<file path="src/verilog/bdm_pkg.sv">
// Shared constants, types and register map of the background debug command unit
package bdm_pkg;

  // Debug register and ROM window
  localparam logic [15:0] ADDR_INSTR    = 16'hFF00;
  localparam logic [15:0] ADDR_STATUS   = 16'hFF01;
  localparam logic [15:0] ADDR_SHIFT_HI = 16'hFF02;
  localparam logic [15:0] ADDR_SHIFT_LO = 16'hFF03;
  localparam logic [15:0] ADDR_PTR_HI   = 16'hFF04;
  localparam logic [15:0] ADDR_PTR_LO   = 16'hFF05;
  localparam logic [15:0] ADDR_CCR      = 16'hFF06;
  localparam logic [15:0] ROM_LO        = 16'hFF20;
  localparam logic [15:0] ROM_HI        = 16'hFFFF;

  // Firmware opcodes
  localparam logic [7:0] OP_READ_NEXT  = 8'h62;
  localparam logic [7:0] OP_READ_SP    = 8'h67;
  localparam logic [7:0] OP_WRITE_NEXT = 8'h42;
  localparam logic [7:0] OP_WRITE_SP   = 8'h47;
  localparam logic [7:0] OP_GO         = 8'h08;
  localparam logic [7:0] OP_STEP       = 8'h10;
  localparam logic [7:0] OP_TAG_GO     = 8'h18;

  // Command register fields
  localparam int INS_HW  = 7;
  localparam int INS_RD  = 5;
  localparam int INS_MAP = 2;

  // Status register fields
  localparam int ST_PERMIT = 7;
  localparam int ST_ACTIVE = 6;
  localparam int ST_TAG    = 5;
  localparam int ST_VALID  = 4;
  localparam int ST_TRACE  = 3;
  localparam int ST_CLKSEL = 2;
  localparam logic [7:0] ST_WR_ALWAYS = 8'hB8;
  localparam logic [7:0] ST_RST_SPEC  = 8'h40;
  localparam logic [7:0] ST_RST_OTHER = 8'h00;

  // Cycle counts at the bus clock
  localparam int TIMEOUT_CYC   = 512;
  localparam int STEAL_WAIT    = 128;
  localparam int ACT_CLR_DELAY = 4;

  // Decoded firmware command
  typedef struct packed {
    logic       rd;
    logic       wr;
    logic       next;
    logic [2:0] reg_sel;
    logic       go;
    logic       step;
    logic       tag;
  } fw_cmd_s;

  // Byte access on the internal bus
  typedef struct packed {
    logic [15:0] addr;
    logic [7:0]  wdata;
    logic        rd;
    logic        wr;
  } bus_req_s;

  typedef enum logic [1:0] {ST_IDLE, ST_SEARCH, ST_ACCESS} steal_e;

endpackage

</file>
<file path="src/verilog/background_debug_command_unit.sv">
// Background debug command unit: command register, status, map control and lockout
//
// Summary of operation
// - Firmware commands run only in background mode
// - Active mode maps debug ROM and registers
// - In-map hardware commands map only during access
// - Decode read opcodes 62 to 67
// - Decode write opcodes 42 to 47
// - Decode resume, single step, tag and resume
// - Opcode byte first, then address and data
// - Every read returns sixteen data bits
// - Hold buses; freeze CPU for multi-cycle access
// - Lockout blocks background mode and debug ROM
// - No-lockout bit loaded at reset, special-mode writes
// - Erased shadow byte unlocks at next reset
// - Lockout blocks reset-vector start in special single-chip
// - Status write permissions depend on hardware flag
// - Status reset value depends on mode
// - Permit bit gates background entry only
// - Active bit set on entry; clear delayed four cycles
// - Command register clears after 512 idle cycles
// - Clock select bit; slow E clock forced
`timescale 1ns/1ps
module background_debug_command_unit #(
  parameter int TIMEOUT = bdm_pkg::TIMEOUT_CYC,
  parameter int WAIT    = bdm_pkg::STEAL_WAIT
) (
  // Clock and reset
  input  wire logic             clk_i,
  input  wire logic             arst_n_i,
  // Serial pin and shifter
  input  wire logic             debug_serial_pin_i,
  input  wire logic             op_valid_i,
  input  wire logic [7:0]       op_i,
  input  wire logic             word_valid_i,
  input  wire logic [15:0]      word_i,
  input  wire logic             addr_phase_i,
  // Hardware memory access
  input  wire logic             hw_req_i,
  input  wire logic             cpu_free_i,
  input  wire logic             multi_i,
  input  wire logic             access_done_i,
  output logic                  grant_o,
  output logic                  freeze_cpu_o,
  // Internal CPU bus to debug registers
  input  wire bdm_pkg::bus_req_s bus_i,
  output logic [7:0]            bus_rdata_o,
  output logic                  reg_hit_o,
  output logic                  rom_select_o,
  // Background mode control
  input  wire logic             bkgnd_req_i,
  input  wire logic             instr_boundary_i,
  input  wire logic             step_done_i,
  output logic                  background_debug_state_o,
  output logic                  entry_refused_o,
  // Firmware command hand-off
  output logic                  fw_cmd_valid_o,
  output bdm_pkg::fw_cmd_s      fw_cmd_o,
  output logic [15:0]           read_word_o,
  // Modes, lockout and clocks
  input  wire logic             special_mode_pin_n,
  input  wire logic             single_chip_i,
  input  wire logic             peripheral_i,
  input  wire logic             nvm_shadow_nolock_i,
  input  wire logic             nolock_wr_i,
  input  wire logic             nolock_wdata_i,
  input  wire logic             e_slower_i,
  output logic                  use_e_clock_o,
  output logic                  lockout_o,
  output logic                  reset_vector_block_o
);

  localparam int TW = $clog2(TIMEOUT + 1);

  // Registers
  logic [7:0]  instr_q;
  logic [7:0]  status_q;
  logic [15:0] shift_q;
  logic [15:0] ptr_q;
  logic [7:0]  ccr_q;
  logic        no_lockout_q;
  logic [2:0]  init_q;
  localparam int ACT_W = bdm_pkg::ACT_CLR_DELAY;
  logic [ACT_W-1:0] clr_pipe_q;
  logic [TW-1:0] idle_q;
  logic [1:0]  pin_sync_q;
  logic        pin_prev_q;
  logic [1:0]  smode_sync_q;
  logic [7:0]  rdata_q;

  // Pin synchronisers; only the second stage is read
  // Idle-high reset levels keep a false edge from following reset
  always_ff @(posedge clk_i or negedge arst_n_i) begin
    if (!arst_n_i) begin
      pin_sync_q   <= 2'h3;
      smode_sync_q <= 2'h3;
      pin_prev_q   <= 1'b1;
    end else begin
      pin_sync_q   <= {pin_sync_q[0], debug_serial_pin_i};
      smode_sync_q <= {smode_sync_q[0], special_mode_pin_n};
      pin_prev_q   <= pin_sync_q[1];
    end
  end

  logic host_fall_w;
  logic special_w;
  logic timeout_w;

  assign host_fall_w = pin_prev_q && !pin_sync_q[1];
  assign special_w   = !smode_sync_q[1];
  assign timeout_w   = (idle_q == TW'(TIMEOUT));

  // Idle counter between host falling edges
  // Any host falling edge restarts the count
  always_ff @(posedge clk_i or negedge arst_n_i) begin
    if (!arst_n_i) begin
      idle_q <= '0;
    end else if (host_fall_w || timeout_w) begin
      idle_q <= '0;
    end else begin
      idle_q <= idle_q + 1'b1;
    end
  end

  // Lockout and map decisions
  // Lockout overrides the status bit, so the ROM never maps
  logic lockout_w;
  logic active_w;
  logic hit_any_w;
  logic map_w;
  logic in_regs_w;
  logic in_rom_w;

  assign lockout_w = !no_lockout_q;
  assign active_w  = status_q[bdm_pkg::ST_ACTIVE] && !lockout_w;
  assign map_w     = active_w
                   || (grant_o && instr_q[bdm_pkg::INS_HW] && instr_q[bdm_pkg::INS_MAP]
                       && !lockout_w);
  assign in_regs_w = (bus_i.addr >= bdm_pkg::ADDR_INSTR) && (bus_i.addr <= bdm_pkg::ADDR_CCR);
  assign in_rom_w  = (bus_i.addr >= bdm_pkg::ROM_LO) && (bus_i.addr <= bdm_pkg::ROM_HI);
  assign hit_any_w = map_w && in_regs_w;
  assign reg_hit_o    = hit_any_w;
  assign rom_select_o = map_w && in_rom_w;
  assign lockout_o    = lockout_w;
  assign reset_vector_block_o = lockout_w && special_w && single_chip_i;
  assign background_debug_state_o = active_w;

  // Register write strobes
  logic wr_instr_w;
  logic wr_status_w;
  logic wr_shi_w;
  logic wr_slo_w;
  logic wr_ccr_w;

  assign wr_instr_w  = hit_any_w && bus_i.wr && (bus_i.addr == bdm_pkg::ADDR_INSTR);
  assign wr_status_w = hit_any_w && bus_i.wr && (bus_i.addr == bdm_pkg::ADDR_STATUS);
  assign wr_shi_w    = hit_any_w && bus_i.wr && (bus_i.addr == bdm_pkg::ADDR_SHIFT_HI);
  assign wr_slo_w    = hit_any_w && bus_i.wr && (bus_i.addr == bdm_pkg::ADDR_SHIFT_LO);
  assign wr_ccr_w    = hit_any_w && bus_i.wr && (bus_i.addr == bdm_pkg::ADDR_CCR);

  // Command register: loaded by the shifter, by the bus, cleared on time-out
  // Time-out comes first, so a stalled host leaves no stale command
  always_ff @(posedge clk_i or negedge arst_n_i) begin
    if (!arst_n_i) begin
      instr_q <= 8'h00;
    end else if (timeout_w) begin
      instr_q <= 8'h00;
    end else if (op_valid_i && !status_q[bdm_pkg::ST_TAG]) begin
      instr_q <= op_i;
    end else if (wr_instr_w) begin
      instr_q <= bus_i.wdata;
    end
  end

  // Status write mask follows the hardware flag of the command register
  // Active bit is for firmware, clock select for the host
  logic [7:0] st_mask_w;
  assign st_mask_w = bdm_pkg::ST_WR_ALWAYS
                   | (instr_q[bdm_pkg::INS_HW] ? (8'h01 << bdm_pkg::ST_CLKSEL)
                                               : (8'h01 << bdm_pkg::ST_ACTIVE));

  // Entry to background mode, refused unless permitted and unlocked
  // A request waits in pend_entry_q for an instruction boundary
  logic entry_w;
  logic want_entry_w;
  logic pend_entry_q;
  assign want_entry_w = bkgnd_req_i || pend_entry_q;
  assign entry_w = want_entry_w && instr_boundary_i && status_q[bdm_pkg::ST_PERMIT]
                 && !lockout_w && !status_q[bdm_pkg::ST_ACTIVE];
  assign entry_refused_o = bkgnd_req_i && (!status_q[bdm_pkg::ST_PERMIT] || lockout_w);

  always_ff @(posedge clk_i or negedge arst_n_i) begin
    if (!arst_n_i) begin
      pend_entry_q <= 1'b0;
    end else begin
      pend_entry_q <= want_entry_w && !entry_w && !entry_refused_o;
    end
  end

  // Active-bit clear pipeline: a written zero lands four cycles later
  // The delay lets the exit store retire before the ROM unmaps
  logic clr_req_w;
  assign clr_req_w = wr_status_w && st_mask_w[bdm_pkg::ST_ACTIVE]
                   && !bus_i.wdata[bdm_pkg::ST_ACTIVE];
  always_ff @(posedge clk_i or negedge arst_n_i) begin
    if (!arst_n_i) begin
      clr_pipe_q <= '0;
    end else begin
      clr_pipe_q <= {clr_pipe_q[ACT_W-2:0], clr_req_w};
    end
  end

  // Next status value; hardware sets win over software clears
  // Later lines override earlier ones within one cycle
  logic [7:0] st_d;
  logic       step_w;
  logic       tag_go_w;

  assign step_w   = fw_cmd_valid_o && fw_cmd_o.step;
  assign tag_go_w = fw_cmd_valid_o && fw_cmd_o.tag;

  always_comb begin
    st_d = status_q;
    if (wr_status_w) begin
      st_d = (status_q & ~st_mask_w) | (bus_i.wdata & st_mask_w);
      st_d[bdm_pkg::ST_ACTIVE] = status_q[bdm_pkg::ST_ACTIVE]
                               | (bus_i.wdata[bdm_pkg::ST_ACTIVE] & st_mask_w[bdm_pkg::ST_ACTIVE]);
    end
    if (clr_pipe_q[ACT_W-1]) st_d[bdm_pkg::ST_ACTIVE] = 1'b0;
    if (step_done_i) st_d[bdm_pkg::ST_TRACE] = 1'b0;
    if (step_w) st_d[bdm_pkg::ST_TRACE] = 1'b1;
    if (tag_go_w) st_d[bdm_pkg::ST_TAG] = 1'b1;
    if (word_valid_i) st_d[bdm_pkg::ST_VALID] = 1'b1;
    if (entry_w) begin
      st_d[bdm_pkg::ST_ACTIVE] = 1'b1;
      st_d[bdm_pkg::ST_TAG]    = 1'b0;
    end
    if (lockout_w) st_d[bdm_pkg::ST_ACTIVE] = 1'b0;
  end

  // Status and lockout capture; mode-dependent reset value taken just after release
  // Capture on the third edge, once the mode synchroniser shows the pin
  always_ff @(posedge clk_i or negedge arst_n_i) begin
    if (!arst_n_i) begin
      status_q     <= bdm_pkg::ST_RST_OTHER;
      no_lockout_q <= 1'b1;
      init_q       <= 3'h0;
    end else if (!init_q[2]) begin
      init_q       <= {init_q[1:0], 1'b1};
      if (init_q[1]) begin
        no_lockout_q <= nvm_shadow_nolock_i;
        status_q     <= (special_w && (single_chip_i || peripheral_i) && nvm_shadow_nolock_i)
                        ? bdm_pkg::ST_RST_SPEC : bdm_pkg::ST_RST_OTHER;
      end
    end else begin
      status_q <= st_d;
      if (nolock_wr_i && special_w) no_lockout_q <= nolock_wdata_i;
    end
  end

  // Shifter, pointer and saved condition codes
  always_ff @(posedge clk_i or negedge arst_n_i) begin
    if (!arst_n_i) begin
      shift_q <= 16'h0000;
      ptr_q   <= 16'h0000;
      ccr_q   <= 8'h00;
    end else begin
      if (word_valid_i) shift_q <= word_i;
      else if (wr_shi_w) shift_q[15:8] <= bus_i.wdata;
      else if (wr_slo_w) shift_q[7:0] <= bus_i.wdata;
      if (word_valid_i && addr_phase_i) ptr_q <= word_i;
      if (wr_ccr_w) ccr_q <= bus_i.wdata;
    end
  end

  // Register read selection, address decode as a chain
  logic [7:0] rd_sel_w;
  assign rd_sel_w = (bus_i.addr == bdm_pkg::ADDR_INSTR)    ? instr_q      :
                    (bus_i.addr == bdm_pkg::ADDR_STATUS)   ? status_q     :
                    (bus_i.addr == bdm_pkg::ADDR_SHIFT_HI) ? shift_q[15:8] :
                    (bus_i.addr == bdm_pkg::ADDR_SHIFT_LO) ? shift_q[7:0] :
                    (bus_i.addr == bdm_pkg::ADDR_PTR_HI)   ? ptr_q[15:8]  :
                    (bus_i.addr == bdm_pkg::ADDR_PTR_LO)   ? ptr_q[7:0]   :
                    ccr_q;

  always_ff @(posedge clk_i or negedge arst_n_i) begin
    if (!arst_n_i) begin
      rdata_q <= 8'h00;
    end else if (bus_i.rd) begin
      rdata_q <= hit_any_w ? rd_sel_w : 8'h00;
    end
  end
  assign bus_rdata_o = rdata_q;

  // Read data handed back to the host is always a full word
  // Byte-named reads still return the whole shifter
  logic [15:0] read_word_q;
  always_ff @(posedge clk_i or negedge arst_n_i) begin
    if (!arst_n_i) begin
      read_word_q <= 16'h0000;
    end else if (instr_q[bdm_pkg::INS_RD]) begin
      read_word_q <= shift_q;
    end
  end
  assign read_word_o = read_word_q;

  // Clock selection; a slower E clock overrides the select bit
  assign use_e_clock_o = status_q[bdm_pkg::ST_CLKSEL] || e_slower_i;

  // Firmware decode and cycle stealing
  // Tagging holds serial opcodes back from the decoder
  fw_cmd_decoder u_dec (
    .clk_i       (clk_i),
    .arst_n_i    (arst_n_i),
    .op_valid_i  (op_valid_i && !status_q[bdm_pkg::ST_TAG]),
    .op_i        (op_i),
    .active_i    (active_w),
    .cmd_valid_o (fw_cmd_valid_o),
    .cmd_o       (fw_cmd_o)
  );

  cycle_steal #(.WAIT_CYC(WAIT)) u_steal (
    .clk_i      (clk_i),
    .arst_n_i   (arst_n_i),
    .req_i      (hw_req_i),
    .cpu_free_i (cpu_free_i),
    .multi_i    (multi_i),
    .done_i     (access_done_i),
    .grant_o    (grant_o),
    .freeze_o   (freeze_cpu_o)
  );

endmodule

</file>
<file path="src/verilog/fw_cmd_decoder.sv">
// Firmware opcode decoder, gated by active background mode
`timescale 1ns/1ps
module fw_cmd_decoder (
  // Clock and reset
  input  wire logic            clk_i,
  input  wire logic            arst_n_i,
  // Opcode from the shifter
  input  wire logic            op_valid_i,
  input  wire logic [7:0]      op_i,
  input  wire logic            active_i,
  // Decoded command
  output logic                 cmd_valid_o,
  output bdm_pkg::fw_cmd_s     cmd_o
);

  // Map one opcode onto its command fields; unknown codes give all zero
  function automatic bdm_pkg::fw_cmd_s decode(input logic [7:0] op);
    bdm_pkg::fw_cmd_s c;
    c = '0;
    if (op >= bdm_pkg::OP_READ_NEXT && op <= bdm_pkg::OP_READ_SP) begin
      c.rd      = 1'b1;
      c.next    = (op == bdm_pkg::OP_READ_NEXT);
      c.reg_sel = op[2:0];
    end else if (op >= bdm_pkg::OP_WRITE_NEXT && op <= bdm_pkg::OP_WRITE_SP) begin
      c.wr      = 1'b1;
      c.next    = (op == bdm_pkg::OP_WRITE_NEXT);
      c.reg_sel = op[2:0];
    end else begin
      c.go   = (op == bdm_pkg::OP_GO) || (op == bdm_pkg::OP_TAG_GO);
      c.step = (op == bdm_pkg::OP_STEP);
      c.tag  = (op == bdm_pkg::OP_TAG_GO);
    end
    return c;
  endfunction

  bdm_pkg::fw_cmd_s dec_w;
  logic             known_w;
  assign dec_w   = decode(op_i);
  assign known_w = |{dec_w.rd, dec_w.wr, dec_w.go, dec_w.step};

  // Only taken while the CPU sits in background mode
  always_ff @(posedge clk_i or negedge arst_n_i) begin
    if (!arst_n_i) begin
      cmd_valid_o <= 1'b0;
      cmd_o       <= '0;
    end else begin
      cmd_valid_o <= op_valid_i && !op_i[bdm_pkg::INS_HW] && known_w && active_i;
      if (op_valid_i) cmd_o <= dec_w;
    end
  end

endmodule

</file>
<file path="src/verilog/cycle_steal.sv">
// Free-cycle search and CPU freeze for hardware memory accesses
`timescale 1ns/1ps
module cycle_steal #(
  parameter int WAIT_CYC = bdm_pkg::STEAL_WAIT
) (
  // Clock and reset
  input  wire logic clk_i,
  input  wire logic arst_n_i,
  // Access request and CPU bus state
  input  wire logic req_i,
  input  wire logic cpu_free_i,
  input  wire logic multi_i,
  input  wire logic done_i,
  // Grant and freeze
  output logic      grant_o,
  output logic      freeze_o
);

  bdm_pkg::steal_e state_q;
  logic [$clog2(WAIT_CYC+1)-1:0] wait_q;
  logic timeout_w;
  assign timeout_w = (wait_q == ($clog2(WAIT_CYC+1))'(WAIT_CYC));

  // Grant during the access; freeze the CPU once search times out or access is long
  assign grant_o  = (state_q == bdm_pkg::ST_ACCESS);
  assign freeze_o = (state_q == bdm_pkg::ST_ACCESS) && (multi_i || !cpu_free_i);

  // Search for a free bus cycle, then hold the buses until done
  always_ff @(posedge clk_i or negedge arst_n_i) begin
    if (!arst_n_i) begin
      state_q <= bdm_pkg::ST_IDLE;
      wait_q  <= '0;
    end else begin
      case (state_q)
        bdm_pkg::ST_IDLE: begin
          wait_q <= '0;
          if (req_i) state_q <= bdm_pkg::ST_SEARCH;
        end
        bdm_pkg::ST_SEARCH: begin
          wait_q <= wait_q + 1'b1;
          if (cpu_free_i || timeout_w) state_q <= bdm_pkg::ST_ACCESS;
        end
        default: begin
          if (done_i) state_q <= bdm_pkg::ST_IDLE;
        end
      endcase
    end
  end

endmodule

</file>
<file path="config.mk">
export PLATFORM = sky130hd
export DESIGN_NAME = background_debug_command_unit
export DESIGN_NICKNAME = d
export VERILOG_FILES = /design/src/verilog/bdm_pkg.sv /design/src/verilog/background_debug_command_unit.sv /design/src/verilog/fw_cmd_decoder.sv /design/src/verilog/cycle_steal.sv
export SDC_FILE = /design/constraint.sdc
export NUM_CORES = 1
export LEC_CHECK = 0
export ABC_AREA = 1
export BUFFER_PORTS_ARGS = -buffer_cell sky130_fd_sc_hd__buf_4
export CAP_MARGIN = 10
export CORE_MARGIN = 1.5
export CORE_UTILIZATION = 35
export CTS_BUF_LIST = sky130_fd_sc_hd__clkbuf_4
export DETAILED_ROUTE_END_ITERATION = 12
export GPL_ROUTABILITY_DRIVEN = 1
export SKIP_LAST_GASP = 1
export SLEW_MARGIN = 5
export SYNTH_ARGS = -nofsm -noshare
export SYNTH_HDL_FRONTEND = slang
export SYNTH_SLANG_ARGS = --single-unit
</file>
<file path="constraint.sdc">
create_clock -name clk_i -period 2.5 [get_ports clk_i]
set_input_delay 0.375 -clock clk_i [delete_from_list [all_inputs] [get_ports clk_i]]
set_output_delay 0.375 -clock clk_i [all_outputs]
set_load 0.05 [all_outputs]
</file>
# [After elaboration in Yosys (flattened, before gate mapping)]
# Index checks and enable logic that the tools add are counted.
[op_classes] n_lt_le_gt_ge=8 reduce_logical=75 muxes=42 add_sub_neg=2 n_eq_ne=25 bitwise=6
[op_table] op="$mux W8" n=16
[op_table] op="$eq A16 B16 Y1 const B" n=7
[op_table] op="$logic_and A1 B1 Y1" n=39
[op_table] op="$ge A16 B16 Y1 const B" n=2
[op_table] op="$le A16 B16 Y1 const B" n=2
[op_table] op="$and A8 B8 Y8" n=2
[op_table] op="$eq A8 B5 Y1 const B" n=2
[op_table] op="$eq A8 B7 Y1 const B" n=2
[op_table] op="$ge A8 B7 Y1 const B" n=2
[op_table] op="$le A8 B7 Y1 const B" n=2
[op_table] op="$mux W16" n=1
[op_table] op="$pmux W8 S2" n=1
[op_table] op="$mux W7" n=2
[op_table] op="$reduce_and A2 Y1" n=7
[op_table] op="$logic_not A1 Y1" n=11
[op_table] op="$mux W1" n=11
[op_table] op="$add A10 B1 Y10 const B" n=1
[op_table] op="$eq A10 B10 Y1 const B" n=1
[op_table] op="$mux W10" n=1
[op_table] op="$logic_or A1 B1 Y1" n=9
[op_table] op="$mux W3" n=3
[op_table] op="$add A8 B1 Y8 const B" n=1
[op_table] op="$eq A8 B4 Y1 const B" n=1
[op_table] op="$eq A8 B8 Y1 const B" n=1
[op_table] op="other kinds (21)" n=31
[totals] word_cells=189 output_inout_bits=43 in_bits=70 register_bits=124

# [Logic depth before layout (Yosys ltp)]
# Gate-level depths: netlist of run 1.
[depth] ltp_word=13 depth_mapped=15 mapped_depth_nobuf=14

# [By module]
# From an unflattened synthesis of run 1, not the netlist that was laid out.
[hier_totals] hier_cells=843 hier_area_um2=6397.4
[modules_own_cells] mod="background_debug_command_unit" cells_per_inst=678 seq_area_each_um2=2560.0 n_inst=1 area_each_um2=5202.5
[modules_own_cells] mod="cycle_steal" cells_per_inst=81 seq_area_each_um2=250.2 n_inst=1 area_each_um2=599.3
[modules_own_cells] mod="fw_cmd_decoder" cells_per_inst=84 seq_area_each_um2=250.2 n_inst=1 area_each_um2=595.6

# [Worst setup path before layout of run 1]
# No wires, ideal clock.
[synth_timing] kind="reg2out" startpoint="register no_lockout_q" endpoint="output rom_select_o" arrival_time_ps=2142 setup_slack_ps=-17 path_buffers=0 path_stages_with_launch=5 required_time_ps=2125 path_cell_list="dfstp_2 nand2_1 inv_1 a21oi_2 nor3_1"
[synth_via] elab_chain_cells=3 word_cells_on_any_way=4 classes_between="reduce/logical (4)"
[synth_lines] element="from (decl)" line_no="background_debug_command_unit.sv:81" source="logic no_lockout_q;"
[synth_lines] element="from (signal assigned)" line_no="background_debug_command_unit.sv:251" source="no_lockout_q <= nvm_shadow_nolock_i;"
[synth_lines] element="from (signal assigned)" line_no="background_debug_command_unit.sv:257" source="if (nolock_wr_i && special_w) no_lockout_q <= nolock_wdata_i;"
[synth_lines] element="$logic_and A1 B1 Y1" line_no="background_debug_command_unit.sv:135" source="assign active_w = status_q[bdm_pkg::ST_ACTIVE] && !lockout_w;"
[synth_lines] element="named net background_debug_state_o" line_no="background_debug_command_unit.sv:54" source="output logic background_debug_state_o,"
[synth_lines] element="$logic_or A1 B1 Y1" line_no="background_debug_command_unit.sv:137" source="|| (grant_o && instr_q[bdm_pkg::INS_HW] && instr_q[bdm_pkg::INS_MAP]"
[synth_lines] element="$logic_and A1 B1 Y1" line_no="background_debug_command_unit.sv:143" source="assign rom_select_o = map_w && in_rom_w;"
[synth_lines] element="to (decl)" line_no="background_debug_command_unit.sv:49" source="output logic rom_select_o,"
# The timed path passes the listed nets, and every way through them passes these cells.

# [Worst setup path in the final report of run 1]
[layout_timing] startpoint="register u_steal.state_q[1]" endpoint="output reg_hit_o"
[layout_via] elab_chain_cells=6
[layout_lines] element="from (decl)" line_no="cycle_steal.sv:19" source="bdm_pkg::steal_e state_q;"
[layout_lines] element="from (signal assigned)" line_no="cycle_steal.sv:31" source="state_q <= bdm_pkg::ST_IDLE;"
[layout_lines] element="from (signal assigned)" line_no="cycle_steal.sv:37" source="if (req_i) state_q <= bdm_pkg::ST_SEARCH;"
[layout_lines] element="from (signal assigned)" line_no="cycle_steal.sv:41" source="if (cpu_free_i || timeout_w) state_q <= bdm_pkg::ST_ACCESS;"
[layout_lines] element="$eq A2 B2 Y1" line_no="cycle_steal.sv:25" source="assign grant_o = (state_q == bdm_pkg::ST_ACCESS);"
[layout_lines] element="$logic_and A1 B1 Y1 (2 in series)" line_no="background_debug_command_unit.sv:137"
[layout_lines] element="$logic_and A1 B1 Y1" line_no="background_debug_command_unit.sv:138" source="&& !lockout_w);"
[layout_lines] element="$logic_or A1 B1 Y1" line_no="background_debug_command_unit.sv:137"
[layout_lines] element="$logic_and A1 B1 Y1" line_no="background_debug_command_unit.sv:141" source="assign hit_any_w = map_w && in_regs_w;"
[layout_lines] element="to (decl)" line_no="background_debug_command_unit.sv:48" source="output logic reg_hit_o,"
# No other way between the ends.

==> results of run 1 <==
==> cells in the mapped netlist (8+ instances only) <==
cell type | instances | share of area (%)
nand4_1 | 16 | 1.6
nand2_1 | 209 | 12
nor2_1 | 76 | 4.5
dfrtp_1 | 116 | 46
a21oi_1 | 31 | 2.5
inv_1 | 95 | 5.6
mux2_2 | 21 | 3.7
o21ai_0 | 61 | 4.8
clkbuf_1 | 13 | 0.77
nand3_1 | 71 | 5.6
or2_2 | 8 | 0.79
nor3_1 | 17 | 1.3
==> through the flow <==
stage | hold WS [ps] | utilization (%) | cell area [µm²] | std cells | worst slack [ps]
finish | 62.3 | 44.7 | 7810 | 1168 | 156
global route | 11.9 | 44.7 | 7810 | 1168 | 18.1
CTS | 31.7 | 44.6 | 7790 | 1166 | 5.73
detailed placement | 335 | 42.7 | 7460 | 1131 | 322
global placement | 333 | 42.7 | 7460 | 1131 | 311
floorplan | 79.4 | - | 6330 | 801 | 398
==> registers in the layout, indices dropped and copies added, names as in the netlist <==
register	flops
pin_sync_q	2
smode_sync_q	2
u_steal.wait_q	8
ptr_q	16
read_word_o	16
instr_q	8
idle_q	10
shift_q	16
bus_rdata_o	8
pend_entry_q	1
u_steal.state_q	2
ccr_q	8
u_dec.cmd_o	9
init_q	3
status_q	6
clr_pipe_q	4
no_lockout_q	1
u_dec.cmd_valid_o	1
pin_prev_q	1
==> power groups by stage <==
stage	clock, mW	sequential, mW	combinational, mW
floorplan	0	2.52	0.553
global placement	0	2.38	1.14
detailed placement	0	2.38	1.15
CTS	1.48	2.35	1.16
global route	1.57	2.38	1.28
finish	1.45	2.35	1.16
==> cells in the final DEF, fill, tap and decap left out, drive strengths merged, types with 4 or more instances in the layout <==
cell type,instances
nor3,19
nand2,217
clkinvlp,4
o21ai,62
ha,4
mux2,21
nand3,73
inv,98
o211ai,5
nand4,17
dfstp,6
or2,8
nor2,81
dfrtp,116
clkinv,9
buf,126
clkbuf,18
a21oi,33
==> repair_timing <==
action / 4_1_cts / 5_1_grt
endpoints found under the setup margin: 1 / 1
resized for setup: 3 / 5
hold buffers: 3 / 0
setup buffers: 0 / 1
endpoints found under the hold margin: 34 / 0
==> worst register-to-register path, cell delays in order (launching register included) <==
cell	delay [ps]
dfrtp_1	390
inv_1	70
ha_1	230
a31oi_1	800
nand2_4	160
nand3_1	130
nand2_1	60
==> path summary, 6_finish.rpt <==
check                                                from                          to  cells after the start
setup / recovery           u_steal.state_q[1]$_DFFE_PN0P_                   reg_hit_o                      6
hold / removal                                  word_i[5]        ptr_q[5]$_DFFE_PN0P_                      2
setup reg to reg                      idle_q[0]$_DFF_PN0_      instr_q[4]$_DFFE_PN0P_                      6
hold reg to reg                   clr_pipe_q[2]$_DFF_PN0_     clr_pipe_q[3]$_DFF_PN0_                      0
max in group asynchronous                        arst_n_i    no_lockout_q$_DFFE_PN1P_                      3
min in group asynchronous                        arst_n_i  u_dec.cmd_o[7]$_DFFE_PN0P_                      2
==> layout make-up <==
cell class | instances | area (µm²)
antenna | 1 | 2.50
inverter | 100 | 375
fill | 1813 | 9660
multi-input combinational | 559 | 2800
timing repair buffer | 129 | 1000
sequential | 122 | 3060
clock buffer | 18 | 135
tap | 225 | 282
clock inverter | 14 | 155
==> logic make-up after synthesis <==
family | Yosys count | share of synthesized area, %
AND/OR/NAND/NOR | 422 | 29.8
flip-flops | 122 | 48.4
buffers and inverters | 120 | 7.64
AO/OA/AOI/OAI | 111 | 9.46
multiplexers | 21 | 3.74
adder cells (fa/ha/maj) | 4 | 0.792
XOR/XNOR | 1 | 0.139
==> routing by layer <==
layer,GRT usage (%),part of all wire (%),up-vias
li1,-,-,2869
met1,29.1,47,2716
met2,30.6,44,184
met3,4.67,6.4,22
met4,6.49,1.7,0
met5,0,0,-
==> results_dict.tcl, run 1 <==
set metrics [dict create \
    outcome "finished, final reports clean" \
    cts_root_buffer "clkbuf_4" \
    rsz0062_at_grt "false" \
    tns_ps 0 \
    combPwrFrac_pct 23.4 \
    internal_power_mw 3.28 \
    avgSynthCellArea_um2 7.89 \
    grt_pass1_vias 5453 \
    dieArea_um2 18900 \
    p_sw_share_pct 33.8 \
    clockPowerShare_pct 29.3 \
    peakVddDrop_mv 0.464 \
    cts_buffers 17 \
    place.gp.congestion 0.875 \
    die_w_um 137 \
    min_period_ps 2340 \
    pwr-share-seq_pct 47.4 \
    coreArea_um2 17500 \
    total_power_mw 4.96 \
    cts_tree "done" \
    area.growth.synth_to_final_pct 23.6 \
    hold_viol_final 0 \
    path_buf_inv 2 \
    drc 0 \
    seq_area_frac_synth_pct 48.4 \
    port_buffers 112 \
    worstPathArrival_ps 1970 \
    slowest_delay_ps 470 \
    slew_violations 0 \
    initial_core_util_pct 36.2 \
    fin_crit_sh_pct 93.8 \
    layout.nets 1003 \
    tightest_slew_ps 985 \
    startpoint_type "register" \
    vias 5791 \
    grt_pass1_wl_um 29000 \
    path_clk_slew_ps 110 \
    dr.pass1.iters 5 \
    netlist_area_um2 6320 \
    path_class "reg -> out" \
    antenna_found_initial 1 \
    grt_max_degree 47 \
    clock_latency_ps 550 \
    drive_above_1_share_pct 23.2 \
    crit_required_ps 2120 \
    p_leak_nw 4.00 \
    synth_edf_count 0 \
    clock_skew_ps 15.9 \
    cp_slowest_cell "dfrtp_2" \
    syn-num-nets 875 \
    ant_nets 0 \
    drtIter0Drc 390 \
    hpwl_um 13800 \
    vias_per_cell 4.96 \
    ys_async_sr_fraction_pct 100 \
    cts.sink_count 122 \
    critical-path-top-delay-family "flip-flops" \
    hold_class "in -> reg" \
    wl_per_cell_um 15.4 \
    cp_cell_sequence "inv_2, nor2_4, a21oi_4, nor2_2, and2_4, buf_6" \
    setup_viol 0 \
    slew_headroom_pct 34.0 \
    synth-seq-cells 122 \
    ff2ff_setup_slack_ps 580 \
    end_kind "primary output" \
    yosys_warnings 0 \
    rows 48 \
    synth_cell_type_count 44 \
    syn_inst 801 \
    netSwitchingPower_mw 1.68 \
    p_per_area_nw_per_um2 635 \
    synth-main-ff-cell "dfrtp_1" \
    cp_max_fo 9 \
    h-tree-depth 4 \
    max_freq_mhz 427 \
    ios 113 \
    drt_wl_total_um 18000 \
    clk_path_buf_depth 2 \
    grt_use_total_pct 20.4 \
    gr-total-overflow 0 \
    drv_cap 0 \
    die_h_um 137 \
]
(Power assumes the default switching activity.)
==> run 2, diff against run 1 <==
--- a/constraint.sdc
+++ b/constraint.sdc
@@ -3,2 +3,2 @@
 set_output_delay 0.375 -clock clk_i [all_outputs]
-set_load 0.05 [all_outputs]
+set_load 0.01 [all_outputs]
==> run 2 against run 1 <==
Compared with the run above:
- via count is 0.29% higher
- hold slack better by 17 ps
- fmax is 0.40% lower
- critical path depth stayed put
- design area is 0.24% higher
- global-route usage is 0.59 points higher
- combinational power is 20% lower
- routed wire length is 3.3% higher
==> results_dict.tcl, run 2 (synthesis results as in run 1) <==
set metrics [dict create \
    gr-total-overflow 0 \
    grt_pass1_wl_um 29900 \
    vias 5808 \
    wl_per_cell_um 15.9 \
    hold_path_depth 3 \
    r2r-end "instr_q[2]$_DFFE_PN0P_" \
    tightest_slew_ps 970 \
    rsz0062_at_grt "false" \
    crit_required_ps 2120 \
    cts.sink_count 122 \
    place.gp.congestion 0.964 \
    drtIter0Drc 409 \
    setup_viol 0 \
    hpwl_um 14400 \
    peakVddDrop_mv 0.416 \
    clock_latency_ps 530 \
    tns_ps 0 \
    ios 113 \
    hold_viol_final 0 \
    grt_max_degree 38 \
    startpoint "no_lockout_q$_DFFE_PN1P_" \
    die_h_um 137 \
    cts_root_buffer "clkbuf_4" \
    dieArea_um2 18900 \
    r2r-start "status_q[5]$_DFFE_PN0P_" \
    max_freq_mhz 425 \
    slew_headroom_pct 35.1 \
    worstPathArrival_ps 1980 \
    min_period_ps 2350 \
    drt_wl_total_um 18600 \
    clock_skew_ps 12.0 \
    min_from "word_i[14]" \
    final_cell_mix "nand2_1 (209), buf_4 (125), dfrtp_1 (116)" \
    cts_tree "done" \
    drive_above_1_share_pct 23.0 \
    hold_end "shift_q[14]$_DFFE_PN0P_" \
    initial_core_util_pct 36.2 \
    ff2ff_setup_slack_ps 520 \
    grt_use_total_pct 21.0 \
    vias_per_cell 4.97 \
    fin_ws_ps 146 \
    ant_nets 0 \
    end_kind "primary output" \
    p_leak_nw 4.03 \
    path_class "reg -> out" \
    dpl.cell_count 1132 \
    drc 0 \
    dr.pass1.iters 8 \
    antenna_found_initial 1 \
    startpoint_type "register" \
    area.growth.synth_to_final_pct 23.9 \
    fin_cells 1169 \
    hold_class "in -> reg" \
    rows 48 \
    slew_violations 0 \
    port_buffers 112 \
    p_per_area_nw_per_um2 617 \
    path_clk_slew_ps 110 \
    post-place-ws_ps 263 \
    die_w_um 137 \
    cts_buffers 17 \
    coreArea_um2 17500 \
    h-tree-depth 4 \
    layout.nets 1004 \
    clk_path_buf_depth 2 \
    fin_crit_sh_pct 94.2 \
    cp_max_fo 7 \
    grt_pass1_vias 5668 \
    r2r_cells 7 \
    total_power_mw 4.84 \
    drv_cap 0 \
    outcome "finished, final reports clean" \
    layout_commonest_cell "nand2_1" \
]
-- run 2: layer usage --
| metal | track usage, % | wire [µm] |
|---|---|---|
| met5 | 0 | 0 |
| met4 | 7.60 | 435 |
| met2 | 31.8 | 8260 |
| met3 | 4.49 | 1250 |
| met1 | 29.5 | 8620 |
-- run 2: worst max-delay path by stage --
stage          slack, ps  depth (start not counted)                      to
6_report             150                          6               reg_hit_o
3_3_place_gp         270                         11  instr_q[2]$_DFFE_PN0P_
4_1_cts               10                          6               reg_hit_o
5_1_grt              0.1                          6               reg_hit_o
2_1_floorplan        780                         11  shift_q[2]$_DFFE_PN0P_
3_5_place_dp         260                         11  instr_q[2]$_DFFE_PN0P_
-- run 2: where the power goes --
group	total [mW]	internal (mW)	leakage (nW)	switching (mW)
sequential	2.36	2.17	1.54	0.184
clock	1.55	0.792	0.164	0.760
combinational	0.925	0.411	2.32	0.514
total	4.84	3.38	4.03	1.46
-- run 2: critical path, cell delays in order, from the launching register on --
cell and delay, ps:
dfstp_2 620, nand2_1 80, nor2_2 130, a21oi_4 100
nor2_1 150, and2_4 230, buf_4 140
-- run 2: stage by stage --
step / instance area [µm²] / hold slack [ps] / util (%)
finish: 7830 / 79.5 / 44.8
CTS: 7820 / 46.8 / 44.7
global route: 7830 / 33.5 / 44.8
global placement: 7470 / 332 / 42.7
detailed placement: 7470 / 340 / 42.7
floorplan: 6320 / 79.4 / -
-- run 2: layout make-up --
class	count	area, µm²
Antenna cell	1	2.50
Clock buffer	18	135
Clock inverter	14	179
Fill cell	1766	9640
Inverter	100	375
Multi-Input combinational cell	559	2790
Sequential cell	122	3060
Tap cell	225	282
Timing Repair Buffer	130	1010
-- run 2: repair_timing --
action	4_1_cts	5_1_grt
endpoints found under the hold margin	28	0
hold buffers	3	0
cloned	0	0
setup endpoints to repair	1	1
setup buffers	0	1
resized for setup	2	3
